### config.mk
export PLATFORM = sky130hd
export DESIGN_NAME = opw_watchdog
export DESIGN_NICKNAME = d
export VERILOG_FILES = /design/src/hw/opw_pkg.sv /design/src/hw/opw_watchdog.sv /design/src/hw/opw_sync.sv /design/src/hw/opw_counter.sv
export SDC_FILE = /design/constraint.sdc
export NUM_CORES = 1
export LEC_CHECK = 0
export BUFFER_PORTS_ARGS = -buffer_cell sky130_fd_sc_hd__buf_2
export CORE_MARGIN = 2
export CORE_UTILIZATION = 47
export CTS_CLUSTER_SIZE = 25
export DETAILED_ROUTE_END_ITERATION = 8
export PLACE_DENSITY = 0.86
export SLEW_MARGIN = 40
export SYNTH_ARGS = -nofsm -noshare
export SYNTH_HDL_FRONTEND = slang
export SYNTH_SLANG_ARGS = --single-unit
### constraint.sdc
create_clock -name mclk_i -period 1.7 [get_ports mclk_i]
set_input_delay 0.17 -clock mclk_i [delete_from_list [all_inputs] [get_ports mclk_i]]
set_output_delay 0.17 -clock mclk_i [all_outputs]
set_load 0.05 [all_outputs]
### src/hw/opw_pkg.sv
// Purpose: Shared constants and types of the watchdog block
// Assumes: Avalon-MM byte addresses, 32-bit data
// Notes:   Only definitions live here
package opw_pkg;

    ////////////////////////////////////////////////////////////////////
    // Bus geometry
    localparam int ADDR_W = 18;                 // Byte address width
    localparam int DATA_W = 32;                 // Bus data width
    localparam int BE_W   = 4;                  // Byte enables

    ////////////////////////////////////////////////////////////////////
    // Register map (byte addresses)
    localparam logic [ADDR_W-1:0] SVC_INDEX = 18'h0FFFF; // Service index
    localparam logic [ADDR_W-1:0] ADDR_SVC  = SVC_INDEX << 2;
    localparam logic [ADDR_W-1:0] ADDR_CTRL = 18'h00000; // Config
    localparam logic [ADDR_W-1:0] ADDR_STAT = 18'h00004; // Reset cause
    localparam logic [ADDR_W-1:0] ADDR_ISTA = 18'h00008; // Event status
    localparam logic [ADDR_W-1:0] ADDR_IMSK = 18'h0000C; // Event mask
    localparam logic [ADDR_W-1:0] ADDR_CNT  = 18'h00010; // Counter view

    ////////////////////////////////////////////////////////////////////
    // Field positions
    localparam int CTRL_DIS   = 0;  // Disable bit in config
    localparam int STAT_CAUSE = 0;  // Watchdog cause flag
    localparam int STAT_DIS   = 1;  // Watchdog currently disabled
    localparam int STAT_STOP  = 2;  // Prescaler gated by stop
    localparam int STAT_PIN   = 3;  // Sampled reset pin level
    localparam int EV_SVC     = 0;  // Service write seen
    localparam int EV_POR     = 1;  // Power-on prescaler clear done
    localparam int EV_W       = 2;  // Event count
    localparam int CNT_WD_LSB = 16; // Watchdog count in counter view

    ////////////////////////////////////////////////////////////////////
    // Counter shape and timing
    localparam int PRE_W    = 13;   // System prescaler width
    localparam int WD_W     = 6;    // Watchdog counter width
    localparam int PRE_TAP  = 12;   // Prescaler bit whose toggle counts
    localparam int SVC_KEEP = 4;    // Low prescaler bits kept by service
    localparam int TIMEOUT_CYCLES = 2**18 - 2**4; // Nominal timeout
    localparam int RST_PIN_CYCLES = 32;   // Reset pin low time
    localparam int POR_CYCLES     = 4096; // Power-on prescaler clear
    localparam int PIN_CNT_W      = $clog2(RST_PIN_CYCLES + 1);
    localparam int POR_CNT_W      = $clog2(POR_CYCLES + 1);

    ////////////////////////////////////////////////////////////////////
    // System mode inputs, all on the oscillator clock
    typedef struct packed {
        logic stop;      // Stop mode, prescaler clock off
        logic monitor;   // Monitor mode
        logic brk;       // Break interrupt active
        logic vfetch;    // Reset vector on the data bus
        logic int_reset; // Internal reset from the system
    } opw_mode_t;

    // Main module state
    typedef struct packed {
        logic                  ack;      // Bus answer pending
        logic [DATA_W-1:0]     rdata;    // Read data
        logic                  cfg_dis;  // Config disable bit
        logic                  cause;    // Watchdog cause flag
        logic [EV_W-1:0]       ista;     // Sticky events
        logic [EV_W-1:0]       imask;    // Event mask
        logic [PIN_CNT_W-1:0]  pin_cnt;  // Reset pin low countdown
        logic                  chip_rst; // Chip reset pulse
        logic [POR_CNT_W-1:0]  por_cnt;  // Power-on count
        logic                  por_done; // Power-on clear issued
        logic                  por_clr;  // Power-on clear pulse
    } opw_state_t;

endpackage

### src/hw/opw_watchdog.sv
// Purpose: Watchdog with Avalon-MM register access
// Assumes: One oscillator clock, mclk_i, at 250 MHz
// Notes:   Timeout drives a chip reset and the reset pin
//
// Behaviour
// - 6-bit counter clocked by carry into prescaler bit 12
// - Overflow after timeout raises chip reset
// - Any write to service location restarts
// - Reset pin low 32 cycles, cause flag
// - Service clears prescaler bits 12 to 4
// - Service location reads reset vector low
// - Power-on clears prescaler after 4096 cycles
// - Internal reset clears both counters
// - Reset vector fetch clears prescaler
// - Config disable bit stops watchdog resets
// - Monitor mode plus high voltage disables
// - Break plus high voltage on reset disables
// - Counting continues during wait mode
// - Stop mode gates the prescaler clock
// - Timeout never raises a processor interrupt
// - Counts oscillator clock cycles
//
// Chosen here: the Avalon-MM interface to the registers.
`timescale 1ns/1ps
`default_nettype none
module opw_watchdog
    import opw_pkg::*;
(
    // Clock and reset
    input  wire logic                       mclk_i,
    input  wire logic                       arst_n_i,
    // Avalon-MM slave
    input  wire logic [opw_pkg::ADDR_W-1:0] avs_address_i,
    input  wire logic                       avs_read_i,
    input  wire logic                       avs_write_i,
    input  wire logic [opw_pkg::DATA_W-1:0] avs_writedata_i,
    input  wire logic [opw_pkg::BE_W-1:0]   avs_byteenable_i,
    output logic      [opw_pkg::DATA_W-1:0] avs_readdata_o,
    output logic                            avs_waitrequest_o,
    // System side
    input  wire opw_pkg::opw_mode_t         mode_i,
    input  wire logic [7:0]                 vec_low_i,
    output logic                            chip_reset_o,
    // Pins: high voltage sense and open-drain reset
    input  wire logic                       hv_irq_pin_i,
    input  wire logic                       hv_rst_pin_i,
    input  wire logic                       rst_pin_i,
    output logic                            rst_pin_o,
    output logic                            rst_pin_oe_o,
    // Event interrupt
    output logic                            irq_o
);
    import opw_pkg::*;

    ////////////////////////////////////////////////////////////////////
    // Declarations

    opw_state_t         s_reg;     // Local state; counters and synchronisers keep their own
    opw_state_t         s_next;    // Next state
    logic [2:0]         pin_sync;  // Clean pin levels
    logic               hv_irq;    // High voltage on interrupt pin
    logic               hv_rst;    // High voltage on reset pin
    logic               rst_lvl;   // Reset pin level
    logic [PRE_W-1:0]   pre_cnt;   // Prescaler view
    logic [WD_W-1:0]    wd_cnt;    // Watchdog count view
    logic               ovf;       // Overflow pulse
    logic               req;       // Bus request present
    logic               take;      // Request accepted this edge
    logic               wr_take;   // Write accepted
    logic               svc_wr;    // Service write accepted
    logic               wd_dis;    // Watchdog disabled now
    logic               fire;      // Reset to issue
    logic               clr_all;   // Counter internal reset
    logic               clr_pre;   // Prescaler clear
    logic [DATA_W-1:0]  rd_val;    // Read mux output
    logic [EV_W-1:0]    ev;        // Events this cycle

    ////////////////////////////////////////////////////////////////////
    // Helpers

    // Address match for one register
    function automatic logic hit(input logic [ADDR_W-1:0] a);
        return avs_address_i == a;
    endfunction

    // Sticky flags: set wins over write-one clear
    function automatic logic [EV_W-1:0] w1c(
        input logic [EV_W-1:0] cur,
        input logic [EV_W-1:0] set,
        input logic [EV_W-1:0] clr
    );
        return set | (cur & ~clr);
    endfunction

    ////////////////////////////////////////////////////////////////////
    // Pin synchronisers

    // Pins are asynchronous to the oscillator clock
    opw_sync #(
        .W (3)
    ) u_sync (
        .mclk_i   (mclk_i),
        .arst_n_i (arst_n_i),
        .pin_i    ({hv_irq_pin_i, hv_rst_pin_i, rst_pin_i}),
        .val_o    (pin_sync)
    );

    assign hv_irq  = pin_sync[2];
    assign hv_rst  = pin_sync[1];
    assign rst_lvl = pin_sync[0];

    ////////////////////////////////////////////////////////////////////
    // Counters

    // Internal reset covers the system request and our own pulse
    assign clr_all = mode_i.int_reset | s_reg.chip_rst;

    // Power-on and vector fetch clears of the prescaler
    assign clr_pre = s_reg.por_clr | mode_i.vfetch;

    opw_counter #(
        .PW   (PRE_W),
        .WW   (WD_W),
        .TAP  (PRE_TAP),
        .KEEP (SVC_KEEP)
    ) u_cnt (
        .mclk_i    (mclk_i),
        .arst_n_i  (arst_n_i),
        .run_i     (!mode_i.stop),
        .clr_all_i (clr_all),
        .clr_pre_i (clr_pre),
        .svc_i     (svc_wr),
        .pre_o     (pre_cnt),
        .wd_o      (wd_cnt),
        .ovf_o     (ovf)
    );

    ////////////////////////////////////////////////////////////////////
    // Bus handshake

    // One wait cycle per request, then the answer
    assign req               = avs_read_i | avs_write_i;
    assign take              = req & s_reg.ack;
    assign wr_take           = take & avs_write_i;
    assign avs_waitrequest_o = req & ~s_reg.ack;

    // Any data value to the service location counts
    assign svc_wr = wr_take & hit(ADDR_SVC);

    ////////////////////////////////////////////////////////////////////
    // Disable and reset decision

    // Config bit, monitor and break high-voltage conditions
    assign wd_dis = s_reg.cfg_dis
                  | (mode_i.monitor & (hv_irq | hv_rst))
                  | (mode_i.brk & hv_rst);

    // Counter already drops overflow on a service write
    assign fire = ovf & ~wd_dis & ~svc_wr;

    // Events that feed the interrupt, timeout is not one of them
    always_comb
    begin
        ev         = '0;
        ev[EV_SVC] = svc_wr;
        ev[EV_POR] = s_reg.por_clr;
    end

    ////////////////////////////////////////////////////////////////////
    // Read mux

    // Registered at the wait cycle, stands at the taking edge
    always_comb
    begin
        rd_val = '0;
        if (hit(ADDR_SVC))
            rd_val[7:0] = vec_low_i;
        else if (hit(ADDR_CTRL))
            rd_val[CTRL_DIS] = s_reg.cfg_dis;
        else if (hit(ADDR_STAT))
        begin
            rd_val[STAT_CAUSE] = s_reg.cause;
            rd_val[STAT_DIS]   = wd_dis;
            rd_val[STAT_STOP]  = mode_i.stop;
            rd_val[STAT_PIN]   = rst_lvl;
        end
        else if (hit(ADDR_ISTA))
            rd_val[EV_W-1:0] = s_reg.ista;
        else if (hit(ADDR_IMSK))
            rd_val[EV_W-1:0] = s_reg.imask;
        else if (hit(ADDR_CNT))
        begin
            rd_val[PRE_W-1:0]                = pre_cnt;
            rd_val[CNT_WD_LSB+WD_W-1:CNT_WD_LSB] = wd_cnt;
        end
    end

    ////////////////////////////////////////////////////////////////////
    // Next state

    always_comb
    begin
        s_next          = s_reg;
        s_next.chip_rst = 1'b0;
        s_next.por_clr  = 1'b0;

        // Bus answer sequencing
        if (take)
            s_next.ack = 1'b0;
        else if (req)
        begin
            s_next.ack   = 1'b1;
            s_next.rdata = rd_val;
        end

        // Config and mask writes, low byte lane
        if (wr_take && avs_byteenable_i[0])
        begin
            if (hit(ADDR_CTRL))
                s_next.cfg_dis = avs_writedata_i[CTRL_DIS];
            if (hit(ADDR_IMSK))
                s_next.imask = avs_writedata_i[EV_W-1:0];
        end

        // Event flags, set wins over clear
        s_next.ista = w1c(s_reg.ista, ev,
            (wr_take && avs_byteenable_i[0] && hit(ADDR_ISTA))
                ? avs_writedata_i[EV_W-1:0] : '0);

        // Cause flag, clear by writing one
        if (wr_take && avs_byteenable_i[0] && hit(ADDR_STAT)
            && avs_writedata_i[STAT_CAUSE])
            s_next.cause = 1'b0;

        // Timeout: chip reset, pin low, cause flag
        if (fire)
        begin
            s_next.chip_rst = 1'b1;
            s_next.pin_cnt  = PIN_CNT_W'(RST_PIN_CYCLES);
            s_next.cause    = 1'b1;
        end
        else if (s_reg.pin_cnt != '0)
            s_next.pin_cnt = s_reg.pin_cnt - 1'b1;

        // One-shot prescaler clear after power-up
        if (!s_reg.por_done)
        begin
            if (s_reg.por_cnt == POR_CNT_W'(POR_CYCLES - 1))
            begin
                s_next.por_done = 1'b1;
                s_next.por_clr  = 1'b1;
            end
            else
                s_next.por_cnt = s_reg.por_cnt + 1'b1;
        end
    end

    ////////////////////////////////////////////////////////////////////
    // State register

    always_ff @(posedge mclk_i or negedge arst_n_i)
    begin
        if (!arst_n_i)
            s_reg <= '0;
        else
            s_reg <= s_next;
    end

    ////////////////////////////////////////////////////////////////////
    // Outputs

    // Read data from the register
    assign avs_readdata_o = s_reg.rdata;

    // Chip reset pulse, one per overflow that is neither disabled nor met by a service write
    assign chip_reset_o = s_reg.chip_rst;

    // Open-drain reset pin: only ever pulled low
    assign rst_pin_o    = 1'b0;
    assign rst_pin_oe_o = s_reg.pin_cnt != '0;

    // Level interrupt from unmasked sticky events
    assign irq_o = |(s_reg.ista & s_reg.imask);

endmodule
`default_nettype wire

### src/hw/opw_sync.sv
// Purpose: Three-flop synchroniser with agreement filter
// Assumes: Inputs come from pins, asynchronous to mclk_i
// Notes:   Output changes once flops two and three agree
`timescale 1ns/1ps
`default_nettype none
module opw_sync #(
    parameter int W = 1
) (
    // Clock and reset
    input  wire logic         mclk_i,
    input  wire logic         arst_n_i,
    // Pin side and clean side
    input  wire logic [W-1:0] pin_i,
    output logic      [W-1:0] val_o
);
    typedef struct packed {
        logic [W-1:0] s1;  // First stage, read by s2 only
        logic [W-1:0] s2;  // Second stage
        logic [W-1:0] s3;  // Third stage
        logic [W-1:0] val; // Filtered value
    } opw_sync_t;

    opw_sync_t s_reg;
    opw_sync_t s_next;

    // Shift and take agreed bits
    always_comb
    begin
        s_next     = s_reg;
        s_next.s1  = pin_i;
        s_next.s2  = s_reg.s1;
        s_next.s3  = s_reg.s2;
        s_next.val = (s_reg.s2 & ~(s_reg.s2 ^ s_reg.s3))
                   | (s_reg.val & (s_reg.s2 ^ s_reg.s3));
    end

    // State register
    always_ff @(posedge mclk_i or negedge arst_n_i)
    begin
        if (!arst_n_i)
            s_reg <= '0;
        else
            s_reg <= s_next;
    end

    assign val_o = s_reg.val;
endmodule
`default_nettype wire

### src/hw/opw_counter.sv
// Purpose: System prescaler and watchdog counter
// Assumes: Single oscillator clock
// Notes:   Overflow flag is a registered one-cycle pulse
`timescale 1ns/1ps
`default_nettype none
module opw_counter #(
    parameter int PW   = 13,
    parameter int WW   = 6,
    parameter int TAP  = 12,
    parameter int KEEP = 4
) (
    // Clock and reset
    input  wire logic          mclk_i,
    input  wire logic          arst_n_i,
    // Control
    input  wire logic          run_i,     // Prescaler clock on
    input  wire logic          clr_all_i, // Internal reset
    input  wire logic          clr_pre_i, // Prescaler clear
    input  wire logic          svc_i,     // Service write
    // Status
    output logic      [PW-1:0] pre_o,
    output logic      [WW-1:0] wd_o,
    output logic               ovf_o
);
    typedef struct packed {
        logic [PW-1:0] pre; // System prescaler
        logic [WW-1:0] wd;  // Watchdog counter
        logic          ovf; // Overflow pulse
    } opw_cnt_t;

    opw_cnt_t s_reg;
    opw_cnt_t s_next;

    // Counting, clears and overflow
    always_comb
    begin
        s_next     = s_reg;
        s_next.ovf = 1'b0;
        if (clr_all_i)
        begin
            s_next.pre = '0;
            s_next.wd  = '0;
        end
        else
        begin
            if (run_i)
            begin
                s_next.pre = s_reg.pre + 1'b1;
                if (&s_reg.pre[TAP-1:0])
                begin
                    s_next.wd = s_reg.wd + 1'b1;
                    if (&s_reg.wd)
                        s_next.ovf = 1'b1;
                end
            end
            if (clr_pre_i)
                s_next.pre = '0;
            if (svc_i)
            begin
                s_next.wd            = '0;
                s_next.pre[PW-1:KEEP] = '0;
                s_next.ovf           = 1'b0;
            end
        end
    end

    // State register
    always_ff @(posedge mclk_i or negedge arst_n_i)
    begin
        if (!arst_n_i)
            s_reg <= '0;
        else
            s_reg <= s_next;
    end

    assign pre_o = s_reg.pre;
    assign wd_o  = s_reg.wd;
    assign ovf_o = s_reg.ovf;
endmodule
`default_nettype wire

* After elaboration in Yosys (flattened, before gate mapping)
Cells that the tools add are included.
** Operators by class
- Equal/unequal tests :: 9
- Reductions and logical operators :: 18
- Muxes and demuxes :: 40
- Shift-type cells :: 0
- Div/mod/pow operators :: 0
- Multipliers :: 0
- Bitwise gates (word level) :: 29
- Order comparisons :: 0
- $add $sub $neg :: 4
** Operator list (number)
- $mux 13 :: 7
- $mux 6 :: 8
- $eq 18x4->1 const B :: 2
- $mux 33 :: 1
- $add 13x1->13 const B :: 2
- $mux 11 :: 2
- $mux 20 :: 1
- $mux 19 :: 1
- $eq 18x18->1 const B :: 1
- $eq 18x3->1 const B :: 1
- $eq 18x5->1 const B :: 1
- $logic_not 18->1 :: 1
- $mux 9 :: 2
- $mux 7 :: 2
- $eq 13x12->1 const B :: 1
- $mux 12 :: 1
- $reduce_and 12->1 :: 1
- $mux 2 :: 5
- $reduce_and 2->1 :: 5
- $and 1x1->1 :: 8
- $mux 8 :: 1
- $mux 1 :: 7
- $add 6x1->6 const B :: 1
- $and 3x3->3 :: 2
- other kinds (19) :: 36
** Storage, ports and cells
- Memories kept :: 0
- Bits in registers :: 80
- Output and inout bits :: 37
- Logic and storage cells :: 119
- Memory bits (writable) :: 0
- Memory bits (read-only) :: 0
- Bits in latches :: 0

* Longest topological paths before layout
- Depth in word-level cells :: 14
- Depth in mapped cells :: 7
- Depth with buffers taken out :: 7

* By module
A second synthesis with hierarchy kept.
** Unflattened totals
- Cell total of the unflattened synthesis :: 406
- Area total of the unflattened synthesis :: 4115.2 µm²
** By module, submodules not included
- opw_watchdog :: cells an instance 290, area each 2750.1 µm², times used 1, sequential area each 1201.2 µm²
- opw_counter :: cells an instance 98, area each 1008.5 µm², times used 1, sequential area each 500.5 µm²
- opw_sync :: cells an instance 18, area each 356.6 µm², times used 1, sequential area each 300.3 µm²

* Worst setup path after synthesis
OpenSTA, ideal clock, no wires.
- Kind :: register to register
- From :: reg s_reg[16] (netlist bit)
- To :: reg s_reg[17] (netlist bit)
- Required time :: 1558 ps
- Stages on the path, launching flop included :: 8
- Setup slack :: -204 ps
- Buffers on the path :: 0
- Clock period less this slack :: 1904 ps
- Data arrival time :: 1762 ps
- Cell sequence :: dfrtp_1 -> inv_1 -> ha_1 -> nand2b_1 -> nor4_1 -> inv_1 -> nor2_1 -> a211oi_2
** On the way
- Elaborated cells on any way between the ends :: 5
- Classes of those cells :: add/sub: 1; mux: 2; reduce/logical: 2
** RTL lines
- from (decl) :: line opw_watchdog.sv:58 : opw_state_t s_reg;
- from (signal assigned) :: line opw_watchdog.sv:266 : s_reg <= s_next;
- $reduce_bool 6->1
- named net rst_pin_oe_o :: line opw_watchdog.sv:49 : output logic rst_pin_oe_o,
- $reduce_bool 2->1 (no source line)
The timed path passes the listed nets, and every way through them passes these cells. The select of a mux whose other input is x is not followed.
A chain may end at the register's enable or synchronous reset.

* Worst setup path in the final report
- From :: reg u_cnt.s_reg, in the netlist u_cnt.pre_o[7]
- To :: reg u_cnt.s_reg, in the netlist u_cnt.wd_o[5]
** On the way
- Word-level cells in the longest chain between the ends :: 3
** RTL lines
- from (decl) :: line opw_counter.sv:31 : opw_cnt_t s_reg;
- from (signal assigned) :: line opw_counter.sv:73 : s_reg <= s_next;
- $reduce_and 12->1 :: line opw_counter.sv:49 : if (&s_reg.pre[TAP-1:0])
- $reduce_bool 3->1 (no source line)
- $reduce_and 2->1 (no source line)
Every way passes these cells.

==> run summary <==
The total inserted antenna cells is 0. The run gives 3 as the level count of the clock H-tree. The run gives 0 as the number of hold-slack violations in the final timing report. The total clock sinks was 80.

The total track usage came out at 18.9%. The run finished with clean final reports. The critical path starts at u_cnt.pre_o[7]$_DFFE_PN0P_. The register with the most flip-flops in the layout has 27 of them. The sum of overflow across all layers after global routing is 0. The tools report the post-route antenna net violation count as 0.

Sorting the synthesized cells by how often they occur yields dfrtp_1, nor2_1, nand2_1. The width of the chip is 96.0 µm, and the aggregate negative setup slack is 0 ps. The post-route minimum period is 1660 ps, and the fraction of the cycle the final worst path needs is 97.7%. The count of flip-flops with a built-in enable after synthesis works out to 0. Detailed routing inserted a total of 3035 vias.

The critical path goes through and4_1 > nand4_2 > nor3_1 > xnor2_1 > nor2_1. For the number of global-route vias before repair, the log shows 3092. The fraction of final layout cells sized beyond drive strength 1 is 30.5%. The leading area contributor after synthesis is dfrtp_1. Of the post-synthesis cell area, the dominant cell type holds 50.3%. The slowest stage of the critical path belongs to the cell dfrtp_1. The first global-routing pass estimated 13500 µm of wire. After detailed routing, the number of vias per cell comes to 5.22.

After legalization and detailed placement, the total HPWL measured 6070 µm. The floorplan step defined a core boundary enclosing 8220 µm². The post-synth design cell area was 3980 µm².

For this run, the slowest stage of the critical path takes 420 ps. The largest net degree at the start of global routing is 35. VDD sags by at most 0.423 mV. The post-detailed-route wirelength per cell works out to 14.2 µm.

TritonCTS built the clock tree. For the pin with the worst max-slew slack, the measured transition is 518 ps. Data on the critical path is required at its endpoint by 1930 ps.

Data arrives at the worst endpoint at 1890 ps. The area growth from synthesis to layout is 20.6%. The minimum hold slack is 78.9 ps. The min-delay analysis places its worst path in the category input port to flip-flop. For the net count reported at finish, the log shows 549. Start-to-end type of the worst setup path: flip-flop to flip-flop. The most instantiated flip-flop cell in the synthesis netlist was dfrtp_1. Number of detailed-route iterations in the first pass: 4.

The share of the Yosys chip area taken by registers is 50.3%. Wires add up to 8280 µm. During synthesis, Yosys emitted a total of 0 warnings. Synthesis-stage register bit count: 80. The average instance in the mapped netlist occupies 10.3 µm².

For the initial antenna violation count, the log shows 0. Start point of the worst hold path: avs_writedata_i[1]. For the site row count, the log shows 33.

The run gives 0 as the total DRC errors in the routed layout. The proportion of synthesized flip-flops having asynchronous set or reset came out at 100%. dfrtp_1 is the most common cell in the netlist. STA classifies the critical path startpoint as a flip-flop. The tools report the clock latency of the later-clocked register in the worst-skew pair as 350 ps. The run gives 0 as the number of max-cap violations.

The height of the die is 96.0 µm, and the count of mapped cells out of synthesis is 386. During placement, the flow inserted port buffers numbering 63. Once the floorplan was initialized, standard cells occupied 48.4% of the core. The worst clock skew was 7.00 ps; the maximum buffer depth of the clock tree was 2. The floorplan step defined a die boundary enclosing 9220 µm². The tree is rooted in a clkbuf_8. The timing-limited maximum frequency was 0.602 GHz; the violation count after the first detailed-routing iteration was 122. Clock-pin slew was measured on the worst setup and hold paths at 80 ps. Leakage power summed over all cells: 2.35 nW. Of all nets on the critical path, the largest fanout is 7. The tools report the number of max-slew violations in the final report as 0. STA classifies the critical path endpoint as a flip-flop. Buffers inserted during clock tree synthesis total 9.

The tools report the count of different cell masters after synthesis as 56. In the post-synthesis netlist, the biggest area contributors are dfrtp_1, buf_4, xnor2_1. The run gives 0.910 as the global placement routability congestion. Power density over cell area: 950 nW/µm².

Setup repair after global routing could not meet its margin everywhere. The overall power of the completed layout came out at 4.56 mW. The worst register-to-register path begins at u_cnt.pre_o[7]$_DFFE_PN0P_. For the number of placed I/O pins, the log shows 111. In this run the tightest slew margin relative to its limit is 65.5%.

The run gives 0 as the setup-violating endpoint count in the final report.
==> through the flow <==
stage / util [%] / cells / cell area (µm²) / setup slack, ps
detailed placement: 53.5 / 553 / 4390 / -8.08
global route: 58.4 / 581 / 4800 / -17.1
finish: 58.4 / 581 / 4800 / 39.8
CTS: 57.7 / 576 / 4740 / -17.1
floorplan: - / 399 / 4030 / 109
global placement: 53.5 / 553 / 4390 / 27.2
==> cell families after synthesis <==
| family | synth area share [%] |
|---|---|
| other | 0.0943 |
| xor gates and xnor gates | 6.39 |
| buffers and inverters | 8.21 |
| muxes | 1.89 |
| and+or+nand+nor | 23.4 |
| adders and majority gates | 2.01 |
| AOI/OAI and AO/OA | 7.64 |
| DFF | 50.3 |
==> critical path, delay by kind of cell, from the launching register on <==
kind,cells,cell delay [ps]
DFF,1,420
xor gates and xnor gates,1,150
and+or+nand+nor,4,980
==> where the power goes <==
| group | switching (mW) | internal [mW] | total (mW) |
|---|---|---|---|
| clock | 0.704 | 0.978 | 1.68 |
| sequential | 0.0704 | 1.98 | 2.05 |
| combinational | 0.590 | 0.233 | 0.822 |
==> worst paths after layout <==
kind                            cells past startpoint                       endpoint  slack [ps]
worst max-delay path                                5      u_cnt.wd_o[5]$_DFFE_PN0P_          40
max in group asynchronous                           3  avs_readdata_o[1]$_DFFE_PN0P_         830
min in group asynchronous                           2           s_reg[8]$_DFFE_PN0P_         300
worst min register to register                      0     u_sync.s_next[5]$_DFF_PN0_         350
worst min-delay path                                2          s_reg[23]$_DFFE_PN0P_          80
worst max register to register                      5      u_cnt.wd_o[5]$_DFFE_PN0P_          40
==> layout make-up <==
type                    count  area (µm²)
inverters                   8        32.5
well taps                 105         131
fillers                   672        3420
repair buffers            101         638
clock buffers               9         124
multi-input cells         271        1750
flip-flops and latches     80        2000
clock inverters             7         120
==> per-layer routing <==
metal,track usage (%),share of wire [%],up-vias
li1,-,-,1457
met3,4.23,4.4,19
met4,8.81,2.1,0
met5,0,0,-
met1,23.0,44,1482
met2,31.9,50,77
==> layout by cell type (no fill, tap or decap), types with 3 or more instances in the layout <==
master	count
dfrtp_1	79
buf_2	60
nor2_1	44
nand2_1	41
buf_4	34
nand3_1	27
xnor2_1	20
conb_1	14
nand4_1	12
nor3_1	11
a21oi_1	9
xor2_1	9
clkbuf_8	9
nor2b_1	6
a22oi_1	6
o21ai_1	6
inv_1	4
and4_1	4
dlygate4sd3_1	4
inv_2	3
and2_1	3
and3_1	3
or4_1	3
and4b_1	3
mux2_2	3
mux2i_1	3
maj3_1	3
bufinv_16	3
==> what timing repair did <==
item | 4_1_cts | 5_1_grt
pin swaps | 3 | 3
setup buffers | 3 | 5
resized for setup | 11 | 7
endpoints found under the setup margin | 8 | 13
endpoints found under the hold margin | 34 | 0
hold buffers | 4 | 0
(Power assumes the default switching activity.)
